File: src/scr_defines.svh
/*
 * Constants of the serial command interpreter: frame layout, codes,
 * limits and timing. Assumes a 10 MHz system clock.
 */
// Operation
// - Frames are 14 bytes; checksum is low byte of sum excluding sync, checksum.
// - Host commands carry sequence 0b101, device replies carry sequence 0b100.
// - Host waits for each reply; device replies well within 5 ms.
// - Device owns unique ID plus 128 IDs from a 25-bit programmable base.
// - New base accepted only within lower and upper permitted limits.
// - All-ones identifier is broadcast and never usable as own identifier.
// - Unique identifier cannot be altered; only the base is rewritable.
// - Set-base command: header 0xAB, type 0x18, base MSB first, kept nonvolatile.
// - At most ten successful base rewrites; later attempts get generic failure.
// - Successful rewrite confirmed; out-of-range base answered with type 0x1A.
// - Read-base type 0x58 answered with header 0x8B, type 0x98, base MSB first.
// - Set-gain type 0x08: 0x00 low, 0x01 high; apply then confirm.
// - Read-gain type 0x48 answered with type 0x88, gain in first byte.
// - Reset type 0x0A resets the controller; no reply is sent.
// - Version query answered with type 0x8C, four app then four interface digits.
// - Bad sequence, length, type or checksum gives syntax error naming field.
// - Radio frame with foreign identifier dropped, answered with type 0x22.
// - Completed actions confirmed with reply header and type 0x58.
// - Commands that cannot be carried out get the generic failure reply.
`ifndef SCR_DEFINES_SVH
`define SCR_DEFINES_SVH

`define SCR_SYNC1 8'ha5
`define SCR_SYNC0 8'h5a
`define SCR_FRAME_BYTES 14
`define SCR_BODY_LAST 4'hb
`define SCR_LENGTH 5'h0b
`define SCR_SEQ_CMD 3'h5
`define SCR_SEQ_RADIO 3'h3
`define SCR_REPLY_HDR 8'h8b
`define SCR_ZERO_BYTE 8'h00

`define SCR_T_SET_BASE 8'h18
`define SCR_T_READ_BASE 8'h58
`define SCR_T_SET_GAIN 8'h08
`define SCR_T_READ_GAIN 8'h48
`define SCR_T_RESET 8'h0a
`define SCR_T_READ_VER 8'h4b

`define SCR_R_OK 8'h58
`define SCR_R_FAIL 8'h19
`define SCR_R_BASE 8'h98
`define SCR_R_GAIN 8'h88
`define SCR_R_VER 8'h8c
`define SCR_R_TX_ID 8'h22
`define SCR_R_RANGE 8'h1a

`define SCR_F_SEQ 8'h08
`define SCR_F_LEN 8'h09
`define SCR_F_CHK 8'h0a
`define SCR_F_TYPE 8'h0b

`define SCR_GAIN_LOW 8'h00
`define SCR_GAIN_HIGH 8'h01
`define SCR_BASE_MIN 32'hff80_0000
`define SCR_BASE_MAX 32'hffff_fffe
`define SCR_BROADCAST 32'hffff_ffff
`define SCR_MAX_REWRITES 10

`define SCR_CLOCK_HZ 10000000
`define SCR_REPLY_TIME_US 5000
`define SCR_REPLY_CYCLES (`SCR_REPLY_TIME_US * (`SCR_CLOCK_HZ / 1000000))

`endif

File: src/scr_pkg.sv
/*
 * Types of the serial command interpreter.
 * Assumes scr_defines.svh for numeric constants.
 */
package scr_pkg;
  // Receive framer states
  typedef enum logic [1:0] {
    RX_SYNC1 = 2'b00,
    RX_SYNC0 = 2'b01,
    RX_BODY = 2'b10,
    RX_EXEC = 2'b11
  } scr_rx_state_t;
endpackage : scr_pkg

File: src/scr_reply_if.sv
/*
 * Reply request channel between the decoder and the reply transmitter.
 * Assumes both ends share one clock.
 */
`timescale 1ns/1ps
`default_nettype none
interface scr_reply_if;
  logic start;
  logic busy;
  logic [7:0] hdr;
  logic [7:0] kind;
  logic [63:0] payload;
  modport src (output start, output hdr, output kind, output payload,
               input busy);
  modport snk (input start, input hdr, input kind, input payload,
               output busy);
endinterface : scr_reply_if
`default_nettype wire

File: src/scr_interp.sv
/*
 * Serial command interpreter: frames incoming host bytes, checks and
 * decodes commands, keeps ID base and receiver gain, and answers with
 * reply frames. Assumes byte-wide serial streams synchronous to
 * i_clock and an external nonvolatile store for the base and its
 * rewrite count.
 */
`timescale 1ns/1ps
`default_nettype none
`include "scr_defines.svh"
module scr_interp #(
  parameter logic [31:0] UNIQUE_ID = 32'h0123_4567, // Arbitrary value
  parameter logic [31:0] APP_VERSION = 32'h0100_0000, // Arbitrary value
  parameter logic [31:0] IF_VERSION = 32'h0100_0000, // Arbitrary value
  parameter int MAX_REWRITES = `SCR_MAX_REWRITES,
  parameter int REPLY_LIMIT = `SCR_REPLY_CYCLES
) (
  input wire logic i_clock, // System clock, 10 MHz
  input wire logic i_rst, // Async reset, high
  input wire logic [7:0] i_rx_data, // Byte from host
  input wire logic i_rx_valid, // Byte strobe from host
  output logic [7:0] o_tx_data, // Byte to host
  output logic o_tx_valid, // Byte to host offered
  input wire logic i_tx_ready, // Host link takes byte
  input wire logic [24:0] i_nvm_base, // Stored base, upper bits
  input wire logic [3:0] i_nvm_count, // Stored rewrite count
  output logic o_nvm_write, // Store new base pulse
  output logic [24:0] o_nvm_base, // Base to store
  output logic [3:0] o_nvm_count, // Count to store
  output logic [31:0] o_id_base, // Current ID range base
  output logic o_gain_high, // Receiver in high gain
  output logic o_ctrl_reset, // Controller reset pulse
  output logic o_radio_valid, // Radio frame to send
  output logic [7:0] o_radio_type, // Radio frame type
  output logic [31:0] o_radio_data, // Radio frame data
  output logic [31:0] o_radio_id, // Radio frame identifier
  output logic [7:0] o_radio_status, // Radio frame status
  output logic o_busy // Frame held, awaiting reply
);
  // ********************************
  // Parameter checks
  // ********************************
  generate
    if (MAX_REWRITES < 1 || MAX_REWRITES > 15) begin : g_bad_rewrites
      $error("MAX_REWRITES must fit the 4-bit count");
    end
    if (REPLY_LIMIT < 16) begin : g_bad_limit
      $error("REPLY_LIMIT too short for the decoder");
    end
  endgenerate

  // ********************************
  // Declarations
  // ********************************
  scr_reply_if rp ();

  scr_pkg::scr_rx_state_t rx_state;
  logic [3:0] rx_idx;
  logic [7:0] rx_sum;
  logic [7:0] rx_buf [0:11];
  logic [24:0] base_hi;
  logic [3:0] rewrites;
  logic loaded;
  logic [15:0] wait_cnt;
  logic timed_out;
  logic exec_done;

  logic [7:0] f_hdr;
  logic [7:0] f_type;
  logic [31:0] f_data;
  logic [31:0] f_id;
  logic [2:0] f_seq;
  logic [4:0] f_len;
  logic [31:0] base_full;

  logic reply_en;
  logic [7:0] reply_kind;
  logic [63:0] reply_payload;
  logic act_base;
  logic act_gain;
  logic gain_val;
  logic act_reset;
  logic act_radio;
  logic id_own;

  // ********************************
  // Frame field views
  // ********************************
  assign f_hdr = rx_buf[0];
  assign f_type = rx_buf[1];
  assign f_data = {rx_buf[2], rx_buf[3], rx_buf[4], rx_buf[5]};
  assign f_id = {rx_buf[6], rx_buf[7], rx_buf[8], rx_buf[9]};
  assign f_seq = f_hdr[7:5];
  assign f_len = f_hdr[4:0];
  assign base_full = {base_hi, 7'h00}; // Low seven bits always zero

  // ********************************
  // Receive framer
  // ********************************
  // Hunts for the two sync bytes, then collects twelve body bytes and
  // sums all but the last. Bytes arriving while a frame is being
  // executed are dropped: the host waits for each reply.
  always_ff @(posedge i_clock or posedge i_rst) begin
    if (i_rst) begin
      rx_state <= scr_pkg::RX_SYNC1;
      rx_idx <= 4'h0;
      rx_sum <= 8'h00;
    end else begin
      case (rx_state)
        scr_pkg::RX_SYNC1: begin
          if (i_rx_valid && i_rx_data == `SCR_SYNC1) begin
            rx_state <= scr_pkg::RX_SYNC0;
          end
        end
        scr_pkg::RX_SYNC0: begin
          if (i_rx_valid) begin
            if (i_rx_data == `SCR_SYNC0) begin
              rx_state <= scr_pkg::RX_BODY;
              rx_idx <= 4'h0;
              rx_sum <= 8'h00;
            end else if (i_rx_data != `SCR_SYNC1) begin
              rx_state <= scr_pkg::RX_SYNC1;
            end
          end
        end
        scr_pkg::RX_BODY: begin
          if (i_rx_valid) begin
            if (rx_idx == `SCR_BODY_LAST) begin
              rx_state <= scr_pkg::RX_EXEC;
            end else begin
              rx_idx <= rx_idx + 4'h1;
              rx_sum <= rx_sum + i_rx_data; // Sync and checksum skipped
            end
          end
        end
        scr_pkg::RX_EXEC: begin
          if (exec_done) begin
            rx_state <= scr_pkg::RX_SYNC1;
          end
        end
        default: begin
          rx_state <= scr_pkg::RX_SYNC1;
        end
      endcase
    end
  end

  // Body store; plain storage, so no reset is needed
  always_ff @(posedge i_clock) begin
    if (rx_state == scr_pkg::RX_BODY && i_rx_valid) begin
      rx_buf[rx_idx] <= i_rx_data;
    end
  end

  // ********************************
  // Own identifier check
  // ********************************
  // Zero selects the unique ID; otherwise the ID must be the unique one
  // or lie in the 128-wide range, never the broadcast value.
  assign id_own = (f_id != `SCR_BROADCAST) &&
                  (f_id == 32'h0 || f_id == UNIQUE_ID ||
                   f_id[31:7] == base_hi);

  // ********************************
  // Command decoder
  // ********************************
  // Syntax checks go checksum, length, sequence, then type; the first
  // failing field is the one reported.
  always_comb begin
    reply_en = 1'b1;
    reply_kind = `SCR_R_OK;
    reply_payload = 64'h0; // Don't-care bytes sent as zero
    act_base = 1'b0;
    act_gain = 1'b0;
    gain_val = o_gain_high;
    act_reset = 1'b0;
    act_radio = 1'b0;
    if (rx_sum != rx_buf[11]) begin
      reply_kind = `SCR_F_CHK;
    end else if (f_len != `SCR_LENGTH) begin
      reply_kind = `SCR_F_LEN;
    end else if (f_seq == `SCR_SEQ_RADIO) begin
      if (id_own) begin
        act_radio = 1'b1;
      end else begin
        reply_kind = `SCR_R_TX_ID; // Frame dropped
      end
    end else if (f_seq != `SCR_SEQ_CMD) begin
      reply_kind = `SCR_F_SEQ;
    end else begin
      case (f_type)
        `SCR_T_SET_BASE: begin
          if (rewrites >= 4'(MAX_REWRITES)) begin
            reply_kind = `SCR_R_FAIL;
          end else if (f_data < `SCR_BASE_MIN ||
                       f_data > `SCR_BASE_MAX) begin
            reply_kind = `SCR_R_RANGE;
          end else begin
            act_base = 1'b1; // Confirmed with OK
          end
        end
        `SCR_T_READ_BASE: begin
          reply_kind = `SCR_R_BASE; // MSB first
          reply_payload = {base_full, 32'h0};
        end
        `SCR_T_SET_GAIN: begin
          if (rx_buf[2] == `SCR_GAIN_LOW) begin
            act_gain = 1'b1;
            gain_val = 1'b0;
          end else if (rx_buf[2] == `SCR_GAIN_HIGH) begin
            act_gain = 1'b1;
            gain_val = 1'b1;
          end else begin
            reply_kind = `SCR_R_FAIL; // Unknown gain code
          end
        end
        `SCR_T_READ_GAIN: begin
          reply_kind = `SCR_R_GAIN;
          reply_payload = {7'h00, o_gain_high, 56'h0};
        end
        `SCR_T_RESET: begin
          reply_en = 1'b0; // No reply for reset
          act_reset = 1'b1;
        end
        `SCR_T_READ_VER: begin
          reply_kind = `SCR_R_VER;
          reply_payload = {APP_VERSION, IF_VERSION};
        end
        default: begin
          reply_kind = `SCR_F_TYPE;
        end
      endcase
    end
  end

  // ********************************
  // Execution handshake
  // ********************************
  // A frame finishes when its reply is handed over, or at once when no
  // reply is due. A reply that cannot start within the limit is
  // abandoned: the host has given up on it by then.
  assign timed_out = (32'(wait_cnt) >= 32'(REPLY_LIMIT - 1));
  assign exec_done = (rx_state == scr_pkg::RX_EXEC) &&
                     (!reply_en || !rp.busy || timed_out);
  assign rp.start = (rx_state == scr_pkg::RX_EXEC) && reply_en &&
                    !rp.busy;
  assign rp.hdr = `SCR_REPLY_HDR; // Reply sequence 0b100
  assign rp.kind = reply_kind;
  assign rp.payload = reply_payload;

  // Wait counter from frame end to reply start
  always_ff @(posedge i_clock or posedge i_rst) begin
    if (i_rst) begin
      wait_cnt <= 16'h0;
    end else if (rx_state != scr_pkg::RX_EXEC || exec_done) begin
      wait_cnt <= 16'h0;
    end else if (!timed_out) begin
      wait_cnt <= wait_cnt + 16'h1;
    end
  end

  // ********************************
  // ID base and rewrite count
  // ********************************
  // The stored base is caught from the store on the first clock after
  // reset; the unique ID is a constant and has no write path.
  always_ff @(posedge i_clock or posedge i_rst) begin
    if (i_rst) begin
      loaded <= 1'b0;
      base_hi <= 25'h0;
      rewrites <= 4'h0;
    end else if (!loaded) begin
      loaded <= 1'b1;
      base_hi <= i_nvm_base;
      rewrites <= i_nvm_count;
    end else if (exec_done && act_base) begin
      base_hi <= f_data[31:7]; // Only upper 25 bits kept
      rewrites <= rewrites + 4'h1;
    end
  end

  // Store request: one pulse per successful rewrite
  always_ff @(posedge i_clock or posedge i_rst) begin
    if (i_rst) begin
      o_nvm_write <= 1'b0;
      o_nvm_base <= 25'h0;
      o_nvm_count <= 4'h0;
    end else begin
      o_nvm_write <= exec_done && act_base && loaded;
      if (exec_done && act_base) begin
        o_nvm_base <= f_data[31:7];
        o_nvm_count <= rewrites + 4'h1;
      end
    end
  end

  // ********************************
  // Receiver gain and controller reset
  // ********************************
  // Gain falls back to low on a reset command, like a fresh start.
  always_ff @(posedge i_clock or posedge i_rst) begin
    if (i_rst) begin
      o_gain_high <= 1'b0;
      o_ctrl_reset <= 1'b0;
    end else begin
      o_ctrl_reset <= exec_done && act_reset;
      if (exec_done && act_reset) begin
        o_gain_high <= 1'b0;
      end else if (exec_done && act_gain) begin
        o_gain_high <= gain_val; // Applied before OK goes out
      end
    end
  end

  // ********************************
  // Radio frame hand-off
  // ********************************
  always_ff @(posedge i_clock or posedge i_rst) begin
    if (i_rst) begin
      o_radio_valid <= 1'b0;
      o_radio_type <= 8'h00;
      o_radio_data <= 32'h0;
      o_radio_id <= 32'h0;
      o_radio_status <= 8'h00;
    end else begin
      o_radio_valid <= exec_done && act_radio;
      if (exec_done && act_radio) begin
        o_radio_type <= f_type;
        o_radio_data <= f_data;
        o_radio_id <= f_id;
        o_radio_status <= rx_buf[10];
      end
    end
  end

  assign o_id_base = base_full;
  assign o_busy = (rx_state == scr_pkg::RX_EXEC);

  // ********************************
  // Reply transmitter
  // ********************************
  scr_reply_tx u_reply_tx (
    .i_clock(i_clock),
    .i_rst(i_rst),
    .rp(rp.snk),
    .o_tx_data(o_tx_data),
    .o_tx_valid(o_tx_valid),
    .i_tx_ready(i_tx_ready)
  );
endmodule : scr_interp
`default_nettype wire

File: src/scr_reply_tx.sv
/*
 * Reply transmitter: turns one reply request into a 14-byte frame on
 * the outgoing byte stream. Assumes a ready/valid byte sink.
 */
`timescale 1ns/1ps
`default_nettype none
`include "scr_defines.svh"
module scr_reply_tx (
  input wire logic i_clock, // System clock
  input wire logic i_rst, // Async reset, high
  scr_reply_if.snk rp, // Reply request
  output logic [7:0] o_tx_data, // Outgoing byte
  output logic o_tx_valid, // Byte offered
  input wire logic i_tx_ready // Sink takes byte
);
  logic active;
  logic [3:0] idx;
  logic [7:0] hdr;
  logic [7:0] kind;
  logic [63:0] payload;
  logic [7:0] chk;
  logic [7:0] next_chk;

  // ********************************
  // Frame byte selection
  // ********************************
  function automatic logic [7:0] byte_at(input logic [3:0] i);
    logic [7:0] b;
    b = `SCR_ZERO_BYTE;
    case (i)
      4'h0: b = `SCR_SYNC1;
      4'h1: b = `SCR_SYNC0;
      4'h2: b = hdr;
      4'h3: b = kind;
      4'hc: b = `SCR_ZERO_BYTE; // Status, don't-care
      4'hd: b = chk;
      default: b = payload[8'd95 - {i, 3'b000} -: 8];
    endcase
    return b;
  endfunction : byte_at

  // Checksum of header, type, payload and zero status
  always_comb begin
    next_chk = rp.hdr + rp.kind;
    for (int k = 0; k < 8; k++) begin
      next_chk = next_chk + rp.payload[8*k +: 8];
    end
  end

  // Latch the request; it stays stable while the frame goes out
  always_ff @(posedge i_clock or posedge i_rst) begin
    if (i_rst) begin
      hdr <= 8'h00;
      kind <= 8'h00;
      payload <= 64'h0;
      chk <= 8'h00;
    end else if (rp.start && !active) begin
      hdr <= rp.hdr;
      kind <= rp.kind;
      payload <= rp.payload;
      chk <= next_chk;
    end
  end

  // Byte sequencer; the sink may stall on any byte
  always_ff @(posedge i_clock or posedge i_rst) begin
    if (i_rst) begin
      active <= 1'b0;
      idx <= 4'h0;
      o_tx_data <= 8'h00;
    end else if (!active) begin
      if (rp.start) begin
        active <= 1'b1;
        idx <= 4'h0;
        o_tx_data <= `SCR_SYNC1;
      end
    end else if (i_tx_ready) begin
      if (idx == 4'hd) begin
        active <= 1'b0;
      end else begin
        idx <= idx + 4'h1;
        o_tx_data <= byte_at(idx + 4'h1);
      end
    end
  end

  assign o_tx_valid = active;
  assign rp.busy = active;
endmodule : scr_reply_tx
`default_nettype wire

File: config.mk
export PLATFORM = sky130hd
export DESIGN_NAME = scr_interp
export DESIGN_NICKNAME = d
export VERILOG_FILES = /design/src/scr_pkg.sv /design/src/scr_reply_if.sv /design/src/scr_interp.sv /design/src/scr_reply_tx.sv
export VERILOG_INCLUDE_DIRS = /design/src
export SDC_FILE = /design/constraint.sdc
export NUM_CORES = 1
export LEC_CHECK = 0
export BUFFER_PORTS_ARGS = -buffer_cell sky130_fd_sc_hd__buf_4
export CORE_ASPECT_RATIO = 0.7
export CORE_UTILIZATION = 40
export DETAILED_ROUTE_END_ITERATION = 6
export REMOVE_ABC_BUFFERS = 1
export SLEW_MARGIN = 20
export SYNTH_ARGS = -nofsm -noshare
export SYNTH_HDL_FRONTEND = slang
export SYNTH_SLANG_ARGS = --single-unit
File: constraint.sdc
create_clock -name i_clock -period 8.3 [get_ports i_clock]
set_input_delay 0 -clock i_clock [delete_from_list [all_inputs] [get_ports i_clock]]
set_output_delay 0 -clock i_clock [all_outputs]
set_load 0.01 [all_outputs]
# == Word level (Yosys, flattened, before mapping) ==
# Memory sizes are Yosys's and may differ from the RTL's. A register that Yosys moved wholly into a read port is not among the register bits.
# Cells that the tools add are included.
# op_classes
add_sub_neg,15
multipliers,0
div,0
magnitude_cmp,4
eq_ne,44
shift,1
mux,91
bitwise,0
n_reduce_logical,33
# ops
op,n
2-to-1 mux 64 bit,4
case mux 64 bit (3 select lines),1
2-to-1 mux 8 bit,12
case mux 8 bit (6 select lines),2
adder 8 bit,9
variable part select 71 x 9 -> 8 bit,1
2-to-1 mux 25 bit,2
2-to-1 mux 1 bit,43
2-to-1 mux 4 bit,10
2-to-1 mux 7 bit,5
"== test 32 x 25 -> 1 bit, second input constant",1
"== test 8 x 7 -> 1 bit, second input constant",4
"> comparator 32 bit, second input constant",1
zero test 32 bit,1
"< comparator 32 bit, second input constant",1
2-to-1 mux 16 bit,2
"inequality test 32 bit, second input constant",1
== test 25 bit,1
"inequality test 2 bit, second input constant",9
"adder 16 x 1 -> 16 bit, second input constant",1
"== test 4 bit, second input constant",4
"== test 8 x 4 -> 1 bit, second input constant",2
">= comparator 16 bit, second input constant",1
case mux 8 bit (2 select lines),1
other kinds (32),69
# word_totals
ff_bits,259
latchBits,0
ramBits,96
romBits,0
inputBits,41
output_inout_bits,155
word_cells,212
mem_count,1
# mem_list
memory,depth,word_bits,rd,rd_clocked_by_memory_dff,write_ports,line,text
rx_buf,12,8,12,1,1,scr_interp.sv:60,logic [7:0] rx_buf [0:11];

# == Depth between registers and ports, before layout ==
# Gate-level depths: netlist of the first run.
# An unclocked memory read counts as a cell.
# depth
word_depth,19
mapped_depth,21
depth_no_buf,21

# == Modules after synthesis ==
# From an unflattened synthesis of the first run, not the netlist that was laid out.
# hier_totals
cells_unflattened,1479
area_unflattened_um2,17584.4
# by_module_without_submodules
mod,instances,cells_per_inst,area_each_um2,seq_area_each_um2
scr_interp,1,849,11384.7,7211.9
scr_reply_tx,1,630,6199.7,2527.4

# == Worst setup path after synthesis of the first run ==
# OpenSTA, ideal clock, no wires.
# synth_path
path_type,register to register
startpoint,register rx_sum[7]
endpoint,register u_reply_tx.chk[7]
setup_time_ns,0.083
t_arrival_ns,4.842
path_slack_ns,3.376
path_stages_with_launch,20
path_cell_list,dfrtp_1 > xnor2_1 > nand4_1 > or4_1 > clkbuf_1 > nor2_1 > clkbuf_1 > and2_1 > fa_1 > fa_1 > inv_1 > fa_1 > inv_1 > ha_1 > a21o_1 > a21oi_1 > o21ai_0 > xnor2_1 > xnor3_1 > o21ai_0
# synth_rtl
item,line,text
start: declaration,scr_interp.sv:59,logic [7:0] rx_sum;
start signal: assignment,scr_interp.sv:132,rx_sum <= rx_sum + i_rx_data;
inequality test 8 bit,scr_interp.sv:178,if (rx_sum != rx_buf[11]) begin
2-to-1 mux 64 bit,scr_interp.sv:178,
via reply_payload[50],scr_interp.sv:78,logic [63:0] reply_payload;
adder 8 bit (2 in series),scr_reply_tx.sv:46,next_chk = next_chk + rp.payload[8*k +: 8];
end signal: assignment,scr_reply_tx.sv:61,chk <= next_chk;
end: declaration,scr_reply_tx.sv:21,logic [7:0] chk;
# The timed path passes the listed nets, and every way through them passes these cells.
# A chain may end at the register's enable or synchronous reset.

# == Final worst setup path of the first run ==
# layout_path
startpoint,register rx_sum[7]
endpoint,register u_reply_tx.chk[7]
# layout_rtl
item,line
inequality test 8 bit,scr_interp.sv:178
2-to-1 mux 64 bit,scr_interp.sv:178
via reply_payload[42],scr_interp.sv:78
adder 8 bit (3 in series),scr_reply_tx.sv:46
# The timed path passes the listed nets, and every way through them passes these cells.

==> impl_metrics.tcl, run 1 <==
set metrics [dict create \
    worst_pin_slew_ns 0.904 \
    tns_ns 0 \
    clock.fmax_ghz 0.178 \
    maxCapViolCount 0 \
    synth-async-reset-ratio_pct 70.5 \
    path_max_fanout 24 \
    start_util_pct 40.6 \
    critPathArrivalTime_ns 6.05 \
    dp.final_hpwl_mm 30.9 \
    nFillCells 3266 \
    yosysWarnings 0 \
    vias 10260 \
    grt_max_degree 108 \
    slew_headroom_pct 39.2 \
    cts_max_path_buffers 3 \
    dp_cells 1827 \
    crit_family "adder cells" \
    hold_class "in2async" \
    cts_resized 0 \
    grt_pass1_vias 10236 \
    reg2reg_slack_ns 2.68 \
    fin_hold_ws_ns 0.167 \
    cpMostUsedCell "fa_1" \
    syn_inst 1177 \
    htree_levels 2 \
    drtAntennaViolNets 0 \
    violations "design-rule violations" \
    clockRootBuffer "clkbuf_16" \
    ys_seq_area_share_pct 57.2 \
    synthMostInstantiatedCell "dfrtp_1" \
    hold_buffers 40 \
    synth_top_area_share_pct 38.0 \
    antenna_cells 0 \
    io_pins 196 \
    antenna_found_initial 1 \
    via_per_inst 5.32 \
    period_share_pct 67.8 \
    layout-area-overhead-vs-synth_pct 23.1 \
    crit_chain "xnor2_1, nand4_1, or4_1, nor2_1, buf_4, and2_1, fa_1, fa_1, inv_1, fa_1, inv_1, ha_1, a21o_1, a21oi_1, o21ai_0, xnor2_1, xnor3_1, o21ai_0" \
    critPathCaptureType "register" \
    leakage_uw 0.00843 \
    netlist_area_um2 15100 \
    crit_required_ns 8.73 \
    dieArea_um2 38500 \
    yosys-top-cells-area "dfrtp_1 38%, edfxtp_1 19%, mux2_4 8.0%" \
    synth_edf_count 96 \
    layout_min_cycle_time_ns 5.62 \
    rsz0062_at_grt "false" \
    drtIter0Drc 888 \
    setup_viol 0 \
    cts_buffers 35 \
    insertion_delay_ns 0.52 \
    pwr_density_cell_nw_per_um2 214 \
    synth_top_area_cell "dfrtp_1" \
    start_kind "register" \
    clock-sinks 325 \
    synth_ff_type "dfrtp_1" \
    chipHeight_um 164 \
    cts_tree "built" \
    ir_drop_v 0.000113 \
    drive_gt1_share_pct 25.4 \
    drtPass1Iterations 7 \
    routedWlPerCell_um 22.5 \
    synth.distinct_cells 70 \
    critPathKind "reg2reg" \
    post-cts-setup-buffers 0 \
    core_um2 37100 \
    skew_ns 0.0130 \
    io_buffers 188 \
    ys_ff_latch 325 \
    status "complete, but fails checks" \
    slowest_delay_ns 0.78 \
    cp_num_buf_inv 3 \
    grt_pass1_wl_mm 66.0 \
    drc 9 \
    crit_path_top_delay_cell "or4_1" \
    yosys-top-cells-count "229 x dfrtp_1, 96 x edfxtp_1, 96 x nand2_1" \
    avgSynthCellArea_um2 12.8 \
    routed_wl_mm 43.3 \
    gp_congestion 0.931 \
    gr-total-overflow 0 \
    drv_slew 0 \
    die_x_um 234 \
    clk_pin_slew_ns 0.06 \
    hold_viol 0 \
    layout.cells.non_filler 1930 \
    nets 1508 \
    row_count 59 \
    track_usage_pct 23.2 \
]
==> worst reg2reg max path, cell delays in order (launching register included) <==
cell	delay [ns]
dfrtp_1	0.43
xnor2_1	0.20
nand4_1	0.29
or4_1	0.78
nor2_1	0.16
buf_4	0.29
and2_1	0.28
fa_1	0.46
fa_1	0.52
inv_1	0.06
fa_1	0.53
inv_1	0.04
ha_1	0.22
a21o_1	0.19
a21oi_1	0.21
o21ai_0	0.16
xnor2_1	0.19
xnor3_1	0.40
o21ai_0	0.15
==> power by group <==
group | total [µW] | switching [µW] | internal [µW] | leakage [µW]
clock network | 1600 | 650 | 946 | 0.000563
registers | 1770 | 71.5 | 1700 | 0.00395
logic | 605 | 363 | 242 | 0.00391
==> worst paths after layout <==
kind | startpoint | end | cells after the start
setup / recovery | rx_sum[7] | u_reply_tx.chk[7] | 18
hold / removal | i_rst | o_radio_valid | 3
setup reg to reg | rx_sum[7] | u_reply_tx.chk[7] | 18
hold reg to reg | u_reply_tx.payload[56] | u_reply_tx.payload[56] | 2
max in group asynchronous | i_rst | wait_cnt[13] | 4
min in group i_clock | i_nvm_count[1] | rewrites[1] | 3
==> routing by layer <==
metal | up-vias | global-route usage, % | part of all wire, %
met1 | 5148 | 34.8 | 48
met3 | 59 | 5.71 | 7.8
met4 | 0 | 5.08 | 1.9
li1 | 4654 | - | -
met5 | - | 0 | 0
met2 | 399 | 33.6 | 43
==> flip-flops by register name, indices dropped and copies added (netlist names), 4 cells and up, named ones only <==
register,cells
base_hi,25
o_nvm_base,25
o_nvm_count,4
o_radio_data,32
o_radio_id,32
o_radio_status,8
o_radio_type,8
rewrites,4
rx_buf,96
rx_idx,4
rx_sum,8
u_reply_tx.chk,8
u_reply_tx.idx,4
u_reply_tx.kind,8
u_reply_tx.o_tx_data,8
u_reply_tx.payload,26
wait_cnt,16
==> layout make-up <==
cell class	instances	area [µm²]	area share, %
flip-flops and latches	325	8610	46.4
multi-input cells	768	6060	32.7
repair buffers	242	1920	10.3
clock buffers	47	1000	5.41
well taps	488	611	3.29
inverters	44	173	0.931
clock inverters	16	169	0.911
==> cells by family after synthesis <==
group           synth area share, %
xor+xnor                       3.87
mux                            13.2
compound gates                 5.76
simple gates                   11.9
buf+inv                        3.06
fa+ha+maj                      5.03
other cells                  0.0499
flops                          57.2
==> per-stage QoR <==
stage	utilization [%]	total power (µW)	instance area, µm²	worst slack, ns
floorplan	-	2150	14800	2.02
global placement	45.7	2380	17000	2.84
detailed placement	45.7	2390	17000	2.77
CTS	49.9	4010	18500	2.75
global route	50.0	4150	18600	2.39
finish	50.0	3980	18600	2.68
==> cells in the final DEF, fill, tap and decap left out, types with 5 or more instances in the layout <==
cell type	n
a21oi_1	44
dfrtp_1	228
nor4_1	15
buf_4	202
fa_1	16
or3_1	7
nor3_1	12
dlygate4sd3_1	40
mux2_4	80
a31oi_1	7
nand3_1	29
xor2_1	8
edfxtp_1	96
inv_1	42
clkbuf_16	37
nand4_1	25
a221oi_1	5
and3_1	9
xnor2_1	56
o21ai_0	31
ha_1	35
nand2b_1	15
nand2_1	96
conb_1	8
a21o_1	10
o31ai_1	5
mux2i_1	27
and2_1	28
clkbuf_1	6
mux2_1	29
mux2_2	15
nor2_1	88
No activity file was read; power rests on OpenSTA's default activity.
==> run 2, diff against run 1 <==
==> constraint.sdc (replaced) <==
create_clock -name i_clock -period 5.6 [get_ports i_clock]
set_input_delay 0 -clock i_clock [delete_from_list [all_inputs] [get_ports i_clock]]
set_output_delay 0 -clock i_clock [all_outputs]
set_load 0.01 [all_outputs]
==> run 2 against run 1 <==
Against the previous run: the flow still finishes with violations (design-rule violations); clock power up 45%; sequential share of layout area down 0.37 points; flip-flop and latch count unchanged; largest cell class unchanged; largest power group unchanged.
==> impl_metrics.tcl, run 2 (synthesis results as in run 1) <==
set metrics [dict create \
    critPathCaptureType "register" \
    vias 10278 \
    critPathArrivalTime_ns 5.74 \
    largestRegisters "rx_buf x96, o_radio_data x32, o_radio_id x32" \
    setup_viol 0 \
    maxCapViolCount 0 \
    gr-total-overflow 0 \
    fin_util_pct 50.4 \
    skew_ns 0.0225 \
    endpoint "u_reply_tx.chk[7]" \
    layout-area-overhead-vs-synth_pct 24.1 \
    leakage_uw 0.00852 \
    hold_class "in2async" \
    worst_pin_slew_ns 1.05 \
    chipHeight_um 164 \
    seqCellArea_um2 8610 \
    fin_hold_ws_ns 0.0806 \
    layout_min_cycle_time_ns 5.30 \
    dp_cells 1845 \
    grt_pass1_wl_mm 64.5 \
    top_register "rx_buf" \
    layout.cells.non_filler 1951 \
    cts_max_path_buffers 3 \
    drv_slew 0 \
    crit_path_top_delay_cell "a2111oi_0" \
    drtPass1Iterations 7 \
    die_x_um 234 \
    antenna_found_initial 1 \
    critPathKind "reg2reg" \
    drtAntennaViolNets 0 \
    nFillCells 3310 \
    clock.fmax_ghz 0.189 \
    via_per_inst 5.27 \
    cts_tree "built" \
    crit_start "rewrites[0]" \
    slowest_delay_ns 0.65 \
    htree_levels 2 \
    violations "design-rule violations" \
    ir_drop_v 0.000188 \
    grt_max_degree 166 \
    drc 5 \
    crit_chain "inv_1, ha_1, o31ai_1, buf_4, nand2_1, a2111oi_0, o311ai_0, o31a_1, fa_1, inv_1, fa_1, ha_1, ha_1, a21oi_1, o21ai_0, xnor2_1, xnor3_1, o21ai_0" \
    clockRootBuffer "clkbuf_16" \
    nets 1527 \
    gp_congestion 0.916 \
    layout_commonest_cell "dfrtp_1" \
    start_kind "register" \
    path_max_fanout 5 \
    dieArea_um2 38500 \
    insertion_delay_ns 0.54 \
    multiInputGateArea_um2 6060 \
    grt_pass1_vias 10228 \
    final_cell_mix "228 x dfrtp_1, 217 x buf_4, 96 x nand2_1, 96 x edfxtp_1, 88 x nor2_1" \
    dp.final_hpwl_mm 30.5 \
    rsz0062_at_grt "false" \
    period_share_pct 94.7 \
    row_count 59 \
    hold_viol 0 \
    pwr_density_cell_nw_per_um2 313 \
    crit_required_ns 6.04 \
    routedWlPerCell_um 22.0 \
    io_pins 196 \
    cpMostUsedCell "ha_1" \
    start_util_pct 40.6 \
    largest_register_ff_count 96 \
    reg2reg_slack_ns 0.30 \
    reg2reg_depth 18 \
    post-cts-setup-buffers 0 \
    slew_headroom_pct 29.9 \
    core_um2 37100 \
    drive_gt1_share_pct 26.2 \
    rr_endpoint "u_reply_tx.chk[7]" \
    drtIter0Drc 872 \
    clock-sinks 325 \
    routed_wl_mm 43.0 \
    clk_pin_slew_ns 0.06 \
    track_usage_pct 22.7 \
    io_buffers 188 \
    status "complete, but fails checks" \
    r2r_start "rewrites[0]" \
    cts_buffers 35 \
]
run 2: cell type report:
cell class,count,area share (%)
Antenna cell,1,0.0134
Inverter,44,0.923
Tap cell,488,3.27
Timing Repair Buffer,261,11.2
Sequential cell,325,46.1
Clock buffer,50,5.42
Multi-Input combinational cell,768,32.4
Clock inverter,14,0.703
run 2: what timing repair did:
| item | 4_1_cts | 5_1_grt |
|---|---|---|
| hold buffers | 41 | 0 |
| resized for setup | 0 | 2 |
| setup endpoints to repair | 0 | 1 |
| endpoints found under the hold margin | 194 | 0 |
run 2: how the worst min path moves through the flow:
| stage | end | slack, ns | cells past startpoint |
|---|---|---|---|
| after global placement | u_reply_tx.o_tx_data[3] | 0.09 | 2 |
| after CTS | o_radio_id[26] | 0.08 | 3 |
| after floorplan | rx_buf[0][0] | 0.1 | 0 |
| final | o_radio_type[6] | 0.08 | 3 |
| after detailed placement | u_reply_tx.o_tx_data[1] | 0.09 | 2 |
| after global routing | o_radio_type[6] | 0.12 | 3 |
run 2: through the flow:
stage / cell area, µm² / setup TNS, ns / setup WS, ns / total power, µW
after global routing: 18700 / 0 / 0.00995 / 6120
after CTS: 18700 / 0 / 0.239 / 5910
after global placement: 17100 / 0 / 0.390 / 3540
after detailed placement: 17100 / 0 / 0.295 / 3550
final: 18700 / 0 / 0.298 / 5860
after floorplan: 14800 / -199.38 / -0.676 / 3180
run 2: power breakdown:
part           internal (µW)  switching [µW]
clock                   1360             964
combinational            374             549
sequential              2520            90.1
run 2: layer usage:
metal	global-route usage, %	share of wire (%)	vias to the layer above
li1	-	-	4696
met5	0	0	-
met4	6.73	2.5	0
met3	5.35	8.1	70
met1	35.0	49	5140
met2	31.3	41	372
run 2: critical path, delay by kind of cell (launching register included):
kind / cells / cell delay (ns)
AOI/OAI and AO/OA: 7 / 1.87
xor gates and xnor gates: 2 / 0.58
adders and majority gates: 5 / 1.88
buffers and inverters: 3 / 0.33
DFF: 1 / 0.43
and+or+nand+nor: 1 / 0.10
